<file path="config.mk">
export PLATFORM = sky130hd
export DESIGN_NAME = led_fault_status_readout
export DESIGN_NICKNAME = d
export VERILOG_FILES = /design/src/verilog/fault_capture.v /design/src/verilog/led_fault_status_readout.v /design/src/verilog/pin_sync.v
export VERILOG_INCLUDE_DIRS = /design/src /design/src/include
export SDC_FILE = /design/constraint.sdc
export NUM_CORES = 1
export LEC_CHECK = 0
export BUFFER_PORTS_ARGS = -buffer_cell sky130_fd_sc_hd__buf_2
export CAP_MARGIN = 5
export CORE_MARGIN = 1.5
export CORE_UTILIZATION = 58
export CTS_CLUSTER_DIAMETER = 200
export DETAILED_ROUTE_END_ITERATION = 8
export PLACE_DENSITY = 0.93
export SLEW_MARGIN = 15
export SYNTH_ARGS = -nofsm -noshare
export SYNTH_HDL_FRONTEND = slang
export SYNTH_SLANG_ARGS = --single-unit
export TNS_END_PERCENT = 1
</file>
<file path="constraint.sdc">
create_clock -name ref_clk -period 3.3 [get_ports ref_clk]
set_clock_uncertainty 0.2 [all_clocks]
set_input_delay 0.33 -clock ref_clk [delete_from_list [all_inputs] [get_ports ref_clk]]
set_output_delay 0.33 -clock ref_clk [all_outputs]
set_load 0.1 [all_outputs]
</file>
<file path="src/include/led_fault_defs.vh">
`ifndef LED_FAULT_DEFS_VH
`define LED_FAULT_DEFS_VH

// ****************************************************************
// channel and word widths
// ****************************************************************
`define CH_NUM 16
`define CH_MSB 15
`define APB_AW 8
`define APB_DW 32

// ****************************************************************
// register byte addresses
// ****************************************************************
`define ADDR_CTRL 8'h00
`define ADDR_STATUS_WORD 8'h04
`define ADDR_ONOFF 8'h08
`define ADDR_IRQ_STAT 8'h0C
`define ADDR_IRQ_MASK 8'h10
`define ADDR_SHIFT 8'h14

// ****************************************************************
// field positions and reset values
// ****************************************************************
`define CTRL_FORCE_OFF_BIT 0
`define CTRL_RESET 1'h0
`define IRQ_BITS 3
`define IRQ_CAPTURE_BIT 0
`define IRQ_WARN_BIT 1
`define IRQ_STROBE_BIT 2
`define IRQ_RESET 3'h0
`define WORD_RESET 16'h0000
`define STATUS_WARN_BIT 16

`endif

</file>
<file path="src/verilog/fault_capture.v">
`timescale 1ns/100ps
`include "led_fault_defs.vh"

// ****************************************************************
// open detection accumulation and status latch
// ****************************************************************
module fault_capture (
   input wire ref_clk,
   input wire resetn,
   input wire blank_level,
   input wire blank_rise,
   input wire [`CH_MSB:0] onoff,
   input wire [`CH_MSB:0] open_cmp,
   input wire overtemp_warning,
   output wire [`CH_MSB:0] fault_status_word,
   output wire warn_latched
);

   reg [`CH_MSB:0] open_led_flag_ff;
   reg [`CH_MSB:0] status_ff;
   reg warn_ff;
   reg [`CH_MSB:0] nxt_open_led_flag;

   // flags only collect on channels set in the on/off latch while blanking is low
   always @* begin
      nxt_open_led_flag = open_led_flag_ff;
      if (blank_rise)
         nxt_open_led_flag = `WORD_RESET;
      else if (!blank_level)
         nxt_open_led_flag = open_led_flag_ff | (onoff & open_cmp);
   end

   always @(posedge ref_clk) begin
      if (!resetn) begin
         open_led_flag_ff <= `WORD_RESET;
         status_ff <= `WORD_RESET;
         warn_ff <= 1'b0;
      end else begin
         open_led_flag_ff <= nxt_open_led_flag;
         if (blank_rise) begin
            // latched content holds until the next rising edge of blanking
            warn_ff <= overtemp_warning;
            if (overtemp_warning)
               status_ff <= {`CH_NUM{1'b1}};
            else
               status_ff <= open_led_flag_ff;
         end
      end
   end

   assign fault_status_word = status_ff;
   assign warn_latched = warn_ff;

endmodule // fault_capture

</file>
<file path="src/verilog/led_fault_status_readout.v">
// The register offsets and the APB slave port were chosen for this implementation.
`timescale 1ns/100ps
`include "led_fault_defs.vh"

module led_fault_status_readout (
   input wire ref_clk,
   input wire resetn,
   input wire shift_clk,
   input wire serial_data_in,
   input wire latch_strobe,
   input wire blank,
   input wire [`CH_MSB:0] open_detect_cmp,
   input wire overtemp_warning,
   output wire serial_data_out,
   output wire [`CH_MSB:0] sink_output,
   output wire irq,
   input wire psel,
   input wire penable,
   input wire pwrite,
   input wire [`APB_AW-1:0] paddr,
   input wire [`APB_DW-1:0] pwdata,
   output wire [`APB_DW-1:0] prdata,
   output wire pready,
   output wire pslverr
);

   // ****************************************************************
   // pin synchronisers
   // ****************************************************************
   wire [3:0] pin_level;
   wire [3:0] pin_rise;
   wire [`CH_MSB:0] cmp_level;
   wire [0:0] warn_level;
   wire shift_rise;
   wire latch_rise;
   wire blank_rise;
   wire blank_level;
   wire sin_level;

   // data pin shares the clock pin's delay so the sample stays aligned
   pin_sync #(.WIDTH(4)) u_ctl_sync (
      .ref_clk(ref_clk),
      .resetn(resetn),
      .pin_in({blank, latch_strobe, serial_data_in, shift_clk}),
      .level(pin_level),
      .rise(pin_rise)
   );

   pin_sync #(.WIDTH(`CH_NUM)) u_cmp_sync (
      .ref_clk(ref_clk),
      .resetn(resetn),
      .pin_in(open_detect_cmp),
      .level(cmp_level),
      .rise()
   );

   pin_sync #(.WIDTH(1)) u_warn_sync (
      .ref_clk(ref_clk),
      .resetn(resetn),
      .pin_in(overtemp_warning),
      .level(warn_level),
      .rise()
   );

   assign shift_rise = pin_rise[0];
   assign sin_level = pin_level[1];
   assign latch_rise = pin_rise[2];
   assign blank_level = pin_level[3];
   assign blank_rise = pin_rise[3];

   // ****************************************************************
   // state
   // ****************************************************************
   reg [`CH_MSB:0] shift_ff;
   reg [`CH_MSB:0] onoff_ff;
   reg [`CH_MSB:0] sink_ff;
   reg serial_data_out_ff;
   reg force_off_ff;
   reg [`IRQ_BITS-1:0] irq_stat_ff;
   reg [`IRQ_BITS-1:0] irq_mask_ff;
   reg irq_ff;
   reg [`APB_DW-1:0] prdata_ff;
   reg pready_ff;
   reg pslverr_ff;

   reg [`CH_MSB:0] nxt_shift;
   reg [`CH_MSB:0] nxt_onoff;
   reg [`CH_MSB:0] nxt_sink;
   reg [`IRQ_BITS-1:0] nxt_irq_stat;
   reg [`IRQ_BITS-1:0] irq_event;
   reg [`APB_DW-1:0] nxt_prdata;
   reg nxt_pslverr;

   wire [`CH_MSB:0] fault_status_word;
   wire warn_latched;

   // ****************************************************************
   // fault capture
   // ****************************************************************
   fault_capture u_capture (
      .ref_clk(ref_clk),
      .resetn(resetn),
      .blank_level(blank_level),
      .blank_rise(blank_rise),
      .onoff(onoff_ff),
      .open_cmp(cmp_level),
      .overtemp_warning(warn_level[0]),
      .fault_status_word(fault_status_word),
      .warn_latched(warn_latched)
   );

   // ****************************************************************
   // shift chain and on/off latch
   // ****************************************************************
   always @* begin
      nxt_shift = shift_ff;
      nxt_onoff = onoff_ff;
      // a strobe in the same cycle as a shift edge wins: the load replaces the chain
      if (latch_rise) begin
         nxt_onoff = shift_ff;
         nxt_shift = fault_status_word;
      end else if (shift_rise) begin
         nxt_shift = {shift_ff[`CH_MSB-1:0], sin_level};
      end
   end

   // outputs follow the latch only while blanking is low; warning has no say
   always @* begin
      if (blank_level || force_off_ff)
         nxt_sink = `WORD_RESET;
      else
         nxt_sink = nxt_onoff;
   end

   always @(posedge ref_clk) begin
      if (!resetn) begin
         shift_ff <= `WORD_RESET;
         onoff_ff <= `WORD_RESET;
         sink_ff <= `WORD_RESET;
         serial_data_out_ff <= 1'b0;
      end else begin
         shift_ff <= nxt_shift;
         onoff_ff <= nxt_onoff;
         sink_ff <= nxt_sink;
         serial_data_out_ff <= nxt_shift[`CH_MSB];
      end
   end

   // ****************************************************************
   // interrupt events
   // ****************************************************************
   wire wr_access;
   wire setup_phase;

   assign setup_phase = psel && !penable;
   assign wr_access = psel && penable && pready_ff && pwrite;

   always @* begin
      irq_event = `IRQ_RESET;
      irq_event[`IRQ_CAPTURE_BIT] = blank_rise;
      irq_event[`IRQ_WARN_BIT] = blank_rise && warn_level[0];
      irq_event[`IRQ_STROBE_BIT] = latch_rise;
      nxt_irq_stat = irq_stat_ff;
      if (wr_access && paddr == `ADDR_IRQ_STAT)
         nxt_irq_stat = irq_stat_ff & ~pwdata[`IRQ_BITS-1:0];
      // a new event wins over a clear in the same cycle
      nxt_irq_stat = nxt_irq_stat | irq_event;
   end

   // ****************************************************************
   // apb slave: one wait-free access phase, data prepared at setup
   // ****************************************************************
   always @* begin
      nxt_prdata = {`APB_DW{1'b0}};
      nxt_pslverr = 1'b0;
      case (paddr)
         `ADDR_CTRL: nxt_prdata[`CTRL_FORCE_OFF_BIT] = force_off_ff;
         `ADDR_STATUS_WORD: nxt_prdata[`STATUS_WARN_BIT:0] = {warn_latched, fault_status_word};
         `ADDR_ONOFF: nxt_prdata[`CH_MSB:0] = onoff_ff;
         `ADDR_IRQ_STAT: nxt_prdata[`IRQ_BITS-1:0] = irq_stat_ff;
         `ADDR_IRQ_MASK: nxt_prdata[`IRQ_BITS-1:0] = irq_mask_ff;
         `ADDR_SHIFT: nxt_prdata[`CH_MSB:0] = shift_ff;
         default: nxt_pslverr = 1'b1;
      endcase
   end

   always @(posedge ref_clk) begin
      if (!resetn) begin
         force_off_ff <= `CTRL_RESET;
         irq_stat_ff <= `IRQ_RESET;
         irq_mask_ff <= `IRQ_RESET;
         irq_ff <= 1'b0;
         prdata_ff <= {`APB_DW{1'b0}};
         pready_ff <= 1'b0;
         pslverr_ff <= 1'b0;
      end else begin
         irq_stat_ff <= nxt_irq_stat;
         irq_ff <= |(nxt_irq_stat & irq_mask_ff);
         pready_ff <= setup_phase;
         if (setup_phase) begin
            prdata_ff <= pwrite ? {`APB_DW{1'b0}} : nxt_prdata;
            pslverr_ff <= nxt_pslverr;
         end else begin
            prdata_ff <= {`APB_DW{1'b0}};
            pslverr_ff <= 1'b0;
         end
         if (wr_access && paddr == `ADDR_CTRL)
            force_off_ff <= pwdata[`CTRL_FORCE_OFF_BIT];
         if (wr_access && paddr == `ADDR_IRQ_MASK)
            irq_mask_ff <= pwdata[`IRQ_BITS-1:0];
      end
   end

   assign serial_data_out = serial_data_out_ff;
   assign sink_output = sink_ff;
   assign irq = irq_ff;
   assign prdata = prdata_ff;
   assign pready = pready_ff;
   assign pslverr = pslverr_ff;

endmodule // led_fault_status_readout

</file>
<file path="src/verilog/pin_sync.v">
`timescale 1ns/100ps
`include "led_fault_defs.vh"

// ****************************************************************
// two-stage synchroniser with rising edge detect
// ****************************************************************
module pin_sync #(
   parameter WIDTH = 1
) (
   input wire ref_clk,
   input wire resetn,
   input wire [WIDTH-1:0] pin_in,
   output wire [WIDTH-1:0] level,
   output wire [WIDTH-1:0] rise
);

   reg [WIDTH-1:0] meta_ff;
   reg [WIDTH-1:0] sync_ff;
   reg [WIDTH-1:0] prev_ff;

   // meta_ff feeds sync_ff only; edges are found one stage later
   always @(posedge ref_clk) begin
      if (!resetn) begin
         meta_ff <= {WIDTH{1'b0}};
         sync_ff <= {WIDTH{1'b0}};
         prev_ff <= {WIDTH{1'b0}};
      end else begin
         meta_ff <= pin_in;
         sync_ff <= meta_ff;
         prev_ff <= sync_ff;
      end
   end

   assign level = sync_ff;
   assign rise = sync_ff & ~prev_ff;

endmodule // pin_sync
</file>
After elaboration in Yosys (flattened, before gate mapping) --
Cells that the tools add are included.
Operators by class: equality and inequality tests 5, mux-type cells 9, bitwise operators 11, reduce and logical (&&, ||, !) cells 19
Operators by type and width (number):
- $mux 16 | 4
- $pmux 13 s3 | 1
- $and 16x16->16 | 1
- $eq 8x4->1 const B | 2
- $eq 8x5->1 const B | 2
- $or 16x16->16 | 1
- $pmux 2 s5 | 1
- $eq 8x3->1 const B | 1
- $logic_and 1x1->1 | 8
- $logic_not 8->1 | 1
- $and 3x3->3 | 2
- $pmux 1 s6 | 1
- $reduce_or 3->1 | 2
- $reduce_or 6->1 | 1
- $and 4x4->4 | 1
- $not 4->4 | 1
- $reduce_or 2->1 | 2
- $reduce_or 4->1 | 1
- $mux 3 | 1
- $not 1->1 | 3
- $not 3->3 | 1
- $or 3x3->3 | 1
- $reduce_and 2->1 | 1
- $reduce_bool 2->1 | 1
- other kinds (3) | 3
Storage, ports and cells: bits in registers 169, input port bits 66, output and inout port bits 52, word-level logic and storage cells 67

Longest topological paths before layout --
Gate-level depths: netlist of run 1.
depth in word-level cells 8, gate-level depth with buffers 7, gate-level depth less buffers 4

Cells and area by module --
From an unflattened synthesis of run 1, not the netlist that was laid out.
Unflattened totals: cells, all modules 585, area total of the unflattened synthesis 6299.8 um^2
By module, submodules not included:
- led_fault_status_readout | times used 1, cells an instance 317, area an instance 3205.6 um^2
- pin_sync at u_cmp_sync | times used 1, cells an instance 117, area an instance 1405.1 um^2
- fault_capture | times used 1, cells an instance 115, area an instance 1234.9 um^2
- pin_sync at u_ctl_sync | times used 1, cells an instance 29, area an instance 361.6 um^2
- pin_sync at u_warn_sync | times used 1, cells an instance 7, area an instance 92.6 um^2

Worst setup path after synthesis of run 1 --
Ideal clock, no wire load.
path kind register -> register, start reg pready_ff (netlist: pready), end reg irq_ff (netlist: irq), arrival time 2130 ps, required time 2978 ps, slack 848 ps, cell stages (with the launch flop) 5, buffers on the path 0, clock period less this slack 2452 ps, path through dfxtp_1 nand4_1 nor4_4 o21ai_2 a221o_1
On the way: cells in the longest elaborated chain, start to end 7
Ends and longest elaborated chain:
- from (decl) | RTL line led_fault_status_readout.v:83 | reg pready_ff;
- from (signal assigned) | RTL line led_fault_status_readout.v:199 | pready_ff <= setup_phase;
- $logic_and 1x1->1 (2 in a row) | RTL line led_fault_status_readout.v:156 | assign wr_access = psel && penable && pready_ff && pwrite;
- $logic_and 1x1->1 (no line)
- $mux 3 | RTL line led_fault_status_readout.v:164 | if (wr_access && paddr == `ADDR_IRQ_STAT)
- $or 3x3->3 | RTL line led_fault_status_readout.v:167 | nxt_irq_stat = nxt_irq_stat | irq_event;
- $and 3x3->3 | RTL line led_fault_status_readout.v:198 | irq_ff <= |(nxt_irq_stat & irq_mask_ff);
- $reduce_or 3->1 | RTL line led_fault_status_readout.v:198
- to (signal assigned) | RTL line led_fault_status_readout.v:198
- to (decl) | RTL line led_fault_status_readout.v:81 | reg irq_ff;
No other way between the ends. A chain may end at the register's enable or synchronous reset.

Worst setup path in the final report of run 1 --
start in paddr[6], end reg prdata_ff[2] (netlist: prdata[2])
On the way: cells in the longest elaborated chain, start to end 2, elaborated cells between the ends (all ways) 6
Ends and longest elaborated chain:
- from (decl) | RTL line led_fault_status_readout.v:20 | input wire [`APB_AW-1:0] paddr,
- $eq 8x5->1 (tied with other cells) | RTL line led_fault_status_readout.v:176 | case (paddr)
- $pmux 2 s5 (*) | RTL line led_fault_status_readout.v:176
- to (signal assigned) | RTL line led_fault_status_readout.v:193 | prdata_ff <= {`APB_DW{1'b0}};
- to (signal assigned) | RTL line led_fault_status_readout.v:201 | prdata_ff <= pwrite ? {`APB_DW{1'b0}} : nxt_prdata;
- to (signal assigned) | RTL line led_fault_status_readout.v:204 | prdata_ff <= {`APB_DW{1'b0}};
- to (decl) | RTL line led_fault_status_readout.v:82 | reg [`APB_DW-1:0] prdata_ff;
Mark *: on every way between the ends. The rest lies on a longest branch, timed or not.

==> results.txt, run 1 <==
----------------------------------------------------
[Worst setup path]
  WP data arrival ... 2.92 ns
  FF-to-FF End ... sink_output[9]
  FF-to-FF Start ... u_ctl_sync.prev_ff[2]
  Worst setup slack for register-to-register paths ... 1.18 ns
  Kind of critical path ... in -> reg
  Maximum fanout count along the critical path ... 16
  CP required ... approximately 3.6 ns
  Critical Path Start Type ... input port
  Worst Setup End Kind ... flop
  Register-to-Register Path Depth ... 4

[Synth]
  Mux contribution to synthesized area ... about 10%
  Synth Area in Simple Gates ... 20.0%
  Distinct cell type count after synthesis ... 41
  Synth warnings ... 0
  Most frequently used cell type in the post-synthesis netlist ... sky130_fd_sc_hd__dfxtp_1
  Top area cells in the synthesized netlist ... sky130_fd_sc_hd__dfxtp_1 54%, sky130_fd_sc_hd__mux2i_1 7.1%, sky130_fd_sc_hd__and2_1 5.1%
  Sequential element share of the synthesized area ... a little over half
  Largest family of logic cells by synthesized area ... simple AND/OR/NAND/NOR gates
  Compound-cell area share of the yosys netlist ... about 10%
  Mapped Avg Cell Area ... between 10 and 15 µm²
  Cell type with the highest aggregate area in the netlist ... sky130_fd_sc_hd__dfxtp_1
  Flip-flop and latch count after synthesis ... ~150
  Combined area of all synthesized cells ... 5650 µm²
  Fraction of synthesized cell area in xor and xnor cells ... 0%
  Top cell types by occurrence after synthesis ... 153 x sky130_fd_sc_hd__dfxtp_1, 59 x sky130_fd_sc_hd__nor2_1, 46 x sky130_fd_sc_hd__and2_1, 42 x sky130_fd_sc_hd__nand2_1, 40 x sky130_fd_sc_hd__mux2i_1
  Yosys top cell area share ... a little over half
  Number of synthesized flops with an enable pin ... 0
  Synth Flop Type ... sky130_fd_sc_hd__dfxtp_1
  Post-synthesis adder-cell area fraction ... 0%
  Async S/R FF share, synth ... 0%
  Synthesized netlist cell count ... ~550

[Routing]
  Number of vias after detailed routing ... slightly above 4000
  DR WL/cell ... roughly 15 µm
  Post-route DRC violation count ... 0
  First-pass iteration count of the detailed router ... 5
  Residual antenna-violating net count after detailed routing ... 0
  Total Wirelength ... 11600 µm
  Vias per std cell ... around 5.2
  DRT iter0 DRCs ... 251

[Global routing]
  Global-route layer with the greatest usage ... met2
  Antenna violations before repair ... 0
  Number of global-route vias before repair ... 3970
  Global-route wire length before repair ... 18700 µm
  Maximum number of pins on one net before global-route repair ... 90
  All-layer global routing usage ... between 20% and 30%
  GR Util met1 ... approximately 28%
  Overflow left after global routing ... 0
  Met3 Usage GRT ... 5.52%
  Grt met2 use ... between 40% and 50%

[Clock network]
  Clock tree from TritonCTS ... yes
  Max Root-Sink Buffers ... 2
  TritonCTS Sinks ... 153
  Post-CTS setup buffer count ... 0
  Hold-fix buffers at CTS ... 31
  Register clock-pin slew on the reported worst setup and hold paths ... 0.06 ns
  Post-cts resize count ... 0
  Number of CTS-inserted buffers ... 17
  CTS root buf ... sky130_fd_sc_hd__clkbuf_8
  Total number of H-tree levels ... 4
  Clock latency of the later-clocked register in the worst-skew pair ... around 0.52 ns

[Die]
  Floorplan core area ... approximately 9300 µm²
  Placement row count ... 35
  Die X ... roughly 100 µm
  Area of the die ... between 10000 and 15000 µm²
  I/O pin count ... around 120
  DIE HEIGHT ... 102 µm
  Starting utilization of the core area ... roughly three fifths

[Pwr]
  Internal power consumption ... about 3000 µW
  Part of the total power dissipated in the clock network ... a little over two fifths
  Power density over the cells ... approximately 580 nW/µm²
  Combinational group share of total power ... 7.6%
  Sw frac ... between 20% and 30%
  Switching power ... roughly 960 µW
  Part of the total power dissipated in sequential elements ... 48.5%
  Leakage power ... just over 0.003 µW
  Peak supply drop ... roughly 0.00032 V

[Timing]
  Final-report hold violation count ... 0
  Number of setup violations in the final report ... 0
  Slew at the pin closest to its max-slew limit ... between 1 and 1.5 ns
  Sum of negative setup slack ... 0 ns
  Final Worst Setup Slack ... 0.650 ns
  Final clock period utilization by the worst path ... 80.3%
  RSZ-0062 raised after global routing ... false
  Worst slew margin ... 30.9%
  Shortest period the worst path allows ... 2.65 ns
  Maximum clock frequency ... between 300 and 400 MHz
  Final Max Slew Viols ... 0

[Job]
  Number of maximum-capacitance constraint violations ... 0

[Cells and area]
  # fillers ... around 640
  Post-layout instance area ... just under 7000 µm²
  N_diodes ... 0
  Share of post-route cells with drive strength above 1 ... 22.9%
  Net total in the final layout ... 704
  Layout area overhead ... 20.7%
  Final non-filler cell total ... about 780

[Place]
  Post-placement worst setup slack ... ~0.90 ns
  Count of buffers from port buffering ... 73
  Routability congestion estimate from global placement ... ~0.87
  DPL Wire Length ... between 7000 and 8000 µm
  Cell area after placement ... ~6000 µm²
  Instance count after placement with tap cells included ... 717

[Min path]
  Startpoint of the worst hold path ... paddr[0]
  Endpoint of the worst hold path ... prdata[0]
  Type of the worst min-delay path ... in -> reg
  Worst Hold Path Cells ... 4

[Outcome]
  Outcome ... complete, no violations

----------------------------------------------------
==> layout by cell type, fill, tap and decap left out, drive strengths merged, types with 2 or more instances in the layout <==
master,n
a21oi,7
a22oi,13
a31oi,16
and2,46
buf,77
clkbuf,19
clkinv,6
clkinvlp,4
conb,15
dfxtp,153
dlygate4sd3,31
inv,3
mux2,13
mux2i,40
nand2,42
nand2b,5
nand3,2
nand3b,7
nor2,69
nor2b,23
nor3,5
nor4,3
o211a,16
o21ai,21
or3,2
or4b,2
==> metal layers <==
layer	routed length (µm)	vias up
li1	-	1993
met1	4860	1876
met2	5700	176
met3	819	28
met4	253	0
met5	0	-
==> worst max path at each step <==
stage | startpoint | end | slack (ns)
after floorplan | pready | irq | 0.85
after global placement | paddr[5] | prdata[8] | 1.04
after detailed placement | paddr[5] | prdata[3] | 0.90
after CTS | paddr[6] | prdata[2] | 0.71
after global routing | paddr[6] | prdata[2] | 0.53
final | paddr[6] | prdata[2] | 0.65
==> sequential cells by signal, indices dropped and copies added (netlist names), 3 cells and up <==
signal / count
u_cmp_sync.level: 16
prdata: 17
irq_mask_ff: 3
u_cmp_sync.meta_ff: 16
u_ctl_sync.level: 4
onoff_ff: 16
shift_ff: 16
u_ctl_sync.prev_ff: 3
irq_stat_ff: 3
u_capture.open_led_flag_ff: 16
u_ctl_sync.meta_ff: 4
sink_output: 16
u_capture.fault_status_word: 16
==> through the flow <==
| step | total power (µW) | util [%] | hold WS, ns |
|---|---|---|---|
| 5_1_grt | 4070 | 73.1 | 0.0681 |
| 3_5_place_dp | 2230 | 64.0 | 0.219 |
| 4_1_cts | 3970 | 73.1 | 0.0114 |
| 3_3_place_gp | 2220 | 64.0 | 0.217 |
| 2_1_floorplan | 2190 | - | 0.212 |
| 6_report | 3960 | 73.1 | 0.0288 |
==> power by group through the flow <==
stage / Clock (µW) / Sequential, µW / Combinational (µW)
floorplan: 0 / 1970 / 215
global placement: 0 / 1960 / 264
detailed placement: 0 / 1960 / 270
CTS: 1750 / 1920 / 299
global route: 1830 / 1920 / 322
finish: 1740 / 1920 / 301
==> cell families after synthesis <==
kind of cell	Yosys count
AO/OA/AOI/OAI	77
buffers and inverters	54
flip-flops	153
multiplexers	54
other	1
AND/OR/NAND/NOR	210
==> critical path, cell delays in order <==
cell                            delay (ns)
sky130_fd_sc_hd__dlygate4sd3_1        0.53
sky130_fd_sc_hd__buf_2                0.12
sky130_fd_sc_hd__nor3_1               0.18
sky130_fd_sc_hd__and3_1               0.80
sky130_fd_sc_hd__nand3_1              0.18
sky130_fd_sc_hd__a21oi_1              0.20
sky130_fd_sc_hd__dlygate4sd3_1        0.57
==> final cells by class <==
cell class / count / area, µm² / share of cell area [%]
Tap cell: 129 / 161 / 2.37
Clock inverter: 12 / 103 / 1.51
Multi-Input combinational cell: 356 / 2340 / 34.4
Sequential cell: 153 / 3060 / 44.9
Clock buffer: 19 / 432 / 6.33
Timing Repair Buffer: 108 / 706 / 10.4
Inverter: 2 / 7.51 / 0.110
(Power assumes the default switching activity.)
==> run 2: changes to the inputs <==
--- a/config.mk
+++ b/config.mk
@@ -9,10 +9,10 @@
 export BUFFER_PORTS_ARGS = -buffer_cell sky130_fd_sc_hd__buf_2
 export CAP_MARGIN = 5
 export CORE_MARGIN = 1.5
-export CORE_UTILIZATION = 58
+export CORE_UTILIZATION = 49
 export CTS_CLUSTER_DIAMETER = 200
 export DETAILED_ROUTE_END_ITERATION = 8
-export PLACE_DENSITY = 0.93
+export PLACE_DENSITY = 0.85
 export SLEW_MARGIN = 15
 export SYNTH_ARGS = -nofsm -noshare
 export SYNTH_HDL_FRONTEND = slang
==> constraint.sdc (replaced) <==
create_clock -name ref_clk -period 2.3 [get_ports ref_clk]
set_clock_uncertainty 0.2 [all_clocks]
set_input_delay 0.23 -clock ref_clk [delete_from_list [all_inputs] [get_ports ref_clk]]
set_output_delay 0.23 -clock ref_clk [all_outputs]
set_load 0.1 [all_outputs]
==> results.txt, run 2 (synthesized netlist as in run 1, its figures left out) <==
----------------------------------------------------
[Routing]
  Vias per std cell ... 5.06 (-3.2%)
  Post-route DRC violation count ... 0 (unchanged)
  Number of vias after detailed routing ... 4044 (-0.71%)
  Total Wirelength ... 11400 µm (-2.3%)
  DR WL/cell ... 14.2 µm (-4.8%)
  Residual antenna-violating net count after detailed routing ... 0 (unchanged)
  DRT iter0 DRCs ... 217 (-14%)
  First-pass iteration count of the detailed router ... 4 (-1)

[Place]
  Count of buffers from port buffering ... 73 (unchanged)
  Instance count after placement with tap cells included ... 737 (+2.8%)
  Post-placement worst setup slack ... 0.217 ns (-0.681 ns)
  DPL Wire Length ... 7380 µm (+4.3%)
  Routability congestion estimate from global placement ... 0.865 (-0.40%)

[Worst setup path]
  Sequence of cells on the critical path ... dlygate4sd3_1 > buf_2 > or3_1 > nor4_1 > a21oi_1 > a221o_1
  Kind of critical path ... in -> reg
  Worst Setup End Kind ... flop
  Buffer and inverter count on the worst path ... 2 (-1)
  CP required ... 2.40 ns (-1.17 ns)
  Crit path largest cell delay ... 0.53 ns (-0.27 ns)
  Critical Path Start Type ... input port
  Kind of cell adding the most delay to the critical path ... simple AND/OR/NAND/NOR gates
  WP data arrival ... 2.33 ns (-0.59 ns)
  Slowest-stage cell, CP ... sky130_fd_sc_hd__dlygate4sd3_1
  Maximum fanout count along the critical path ... 8 (-8)

[Clock network]
  Max Root-Sink Buffers ... 2 (unchanged)
  Clock tree from TritonCTS ... yes
  Total number of H-tree levels ... 4 (unchanged)
  Post-CTS setup buffer count ... 0 (unchanged)
  CTS root buf ... sky130_fd_sc_hd__clkbuf_16
  Clock latency of the later-clocked register in the worst-skew pair ... 0.41 ns (-0.11 ns)
  TritonCTS Sinks ... 153 (unchanged)
  Register clock-pin slew on the reported worst setup and hold paths ... 0.06 ns (about the same)
  Number of CTS-inserted buffers ... 17 (unchanged)

[Global routing]
  Global-route wire length before repair ... 18500 µm (-0.88%)
  Antenna violations before repair ... 0 (unchanged)
  Overflow left after global routing ... 0 (unchanged)
  Maximum number of pins on one net before global-route repair ... 47 (-48%)
  All-layer global routing usage ... 19.9% (-3.7 points)
  Number of global-route vias before repair ... 3911 (-1.5%)

[Die]
  DIE HEIGHT ... 110 µm (+8.5%)
  Die X ... 110 µm (+8.5%)
  Floorplan core area ... 11300 µm² (+21%)
  Starting utilization of the core area ... 49.9% (-11 points)
  Placement row count ... 39 (+11%)
  I/O pin count ... 118 (unchanged)
  Area of the die ... 12200 µm² (+18%)

[Pwr]
  Peak supply drop ... 0.000600 V (+88%)
  Power density over the cells ... 864 nW/µm² (+49%)
  Leakage power ... 0.00317 µW (+2.1%)

[Cells and area]
  Flip-flop count of the largest register, all copies and words added ... 17 (unchanged)
  Most used cells in the layout excluding fill and tap cells ... 152 x sky130_fd_sc_hd__dfxtp_1, 73 x sky130_fd_sc_hd__buf_2, 59 x sky130_fd_sc_hd__nor2_1
  # fillers ... 893 (+39%)
  N_diodes ... 0 (unchanged)
  Utilization of the core after routing ... 61.5% (-12 points)
  Leading cell type in the layout, fill and taps excluded ... sky130_fd_sc_hd__dfxtp_1
  Layout area overhead ... 23.2%
  Final non-filler cell total ... 799 (+2.6%)
  Share of post-route cells with drive strength above 1 ... 24.1% (+1.2 points)
  Net total in the final layout ... 709 (+0.71%)

[Timing]
  Final-report hold violation count ... 0 (unchanged)
  RSZ-0062 raised after global routing ... false
  Number of setup violations in the final report ... 0 (unchanged)
  Worst slew margin ... 56.1% (+25 points)
  Final Worst Setup Slack ... 0.0700 ns (-0.580 ns)
  Hold Worst Slack ... 0.0604 ns (+0.0316 ns)
  Final clock period utilization by the worst path ... 97.0%
  Final Max Slew Viols ... 0 (unchanged)
  Maximum clock frequency ... about 450 MHz
  Sum of negative setup slack ... 0 ns (unchanged)
  Slew at the pin closest to its max-slew limit ... 0.658 ns (-0.378 ns)
  Shortest period the worst path allows ... ~2.2 ns

[Outcome]
  Outcome ... complete, no violations

[Job]
  Number of maximum-capacitance constraint violations ... 0 (unchanged)

[Min path]
  Type of the worst min-delay path ... in -> reg

----------------------------------------------------
[run 2: area by class of cell]
type,count,area (µm²),area share (%)
sequential,153,3060,44.0
timing repair buffer,113,753,10.8
inverter,2,7.51,0.108
clock inverter,14,171,2.46
multi-input combinational,356,2340,33.7
clock buffer,18,439,6.31
tap,143,179,2.57
[run 2: through the flow]
stage,power (µW),instance area [µm²]
final,6010,6960
after floorplan,3140,5700
after global placement,3190,6050
after CTS,6070,6960
after global routing,6200,6960
after detailed placement,3200,6050
[run 2: worst min-delay path, cell delays in order]
cell and delay, ns:
sky130_fd_sc_hd__buf_2 0.13, sky130_fd_sc_hd__nor2_1 0.10, sky130_fd_sc_hd__a41oi_1 0.15
[run 2: final timing paths]
check | from | endpoint | slack, ns | depth (start not counted)
hold / removal | paddr[0] | irq_stat_ff[2] | 0.06 | 3
setup reg to reg | pready | irq | 0.38 | 4
hold reg to reg | u_ctl_sync.meta_ff[1] | u_ctl_sync.level[1] | 0.23 | 1
setup / recovery | paddr[6] | irq | 0.07 | 6
[run 2: layer usage]
metal | GRT usage (%) | routed length [µm] | share of wire, %
met4 | 9.89 | 191 | 1.7
met2 | 32.9 | 5420 | 48
met5 | 0 | 0 | 0
met3 | 4.35 | 762 | 6.7
met1 | 24.5 | 4990 | 44
[run 2: power breakdown]
part | internal, µW | switching, µW | total (µW)
Clock | 1740 | 1080 | 2820
Combinational | 149 | 288 | 437
Sequential | 2710 | 38.0 | 2750
Total | 4600 | 1410 | 6010
[run 2: what timing repair did]
action / 4_1_cts / 5_1_grt
resized for setup: 0 / 0
hold buffers: 30 / 0
hold endpoints to repair: 35 / 0
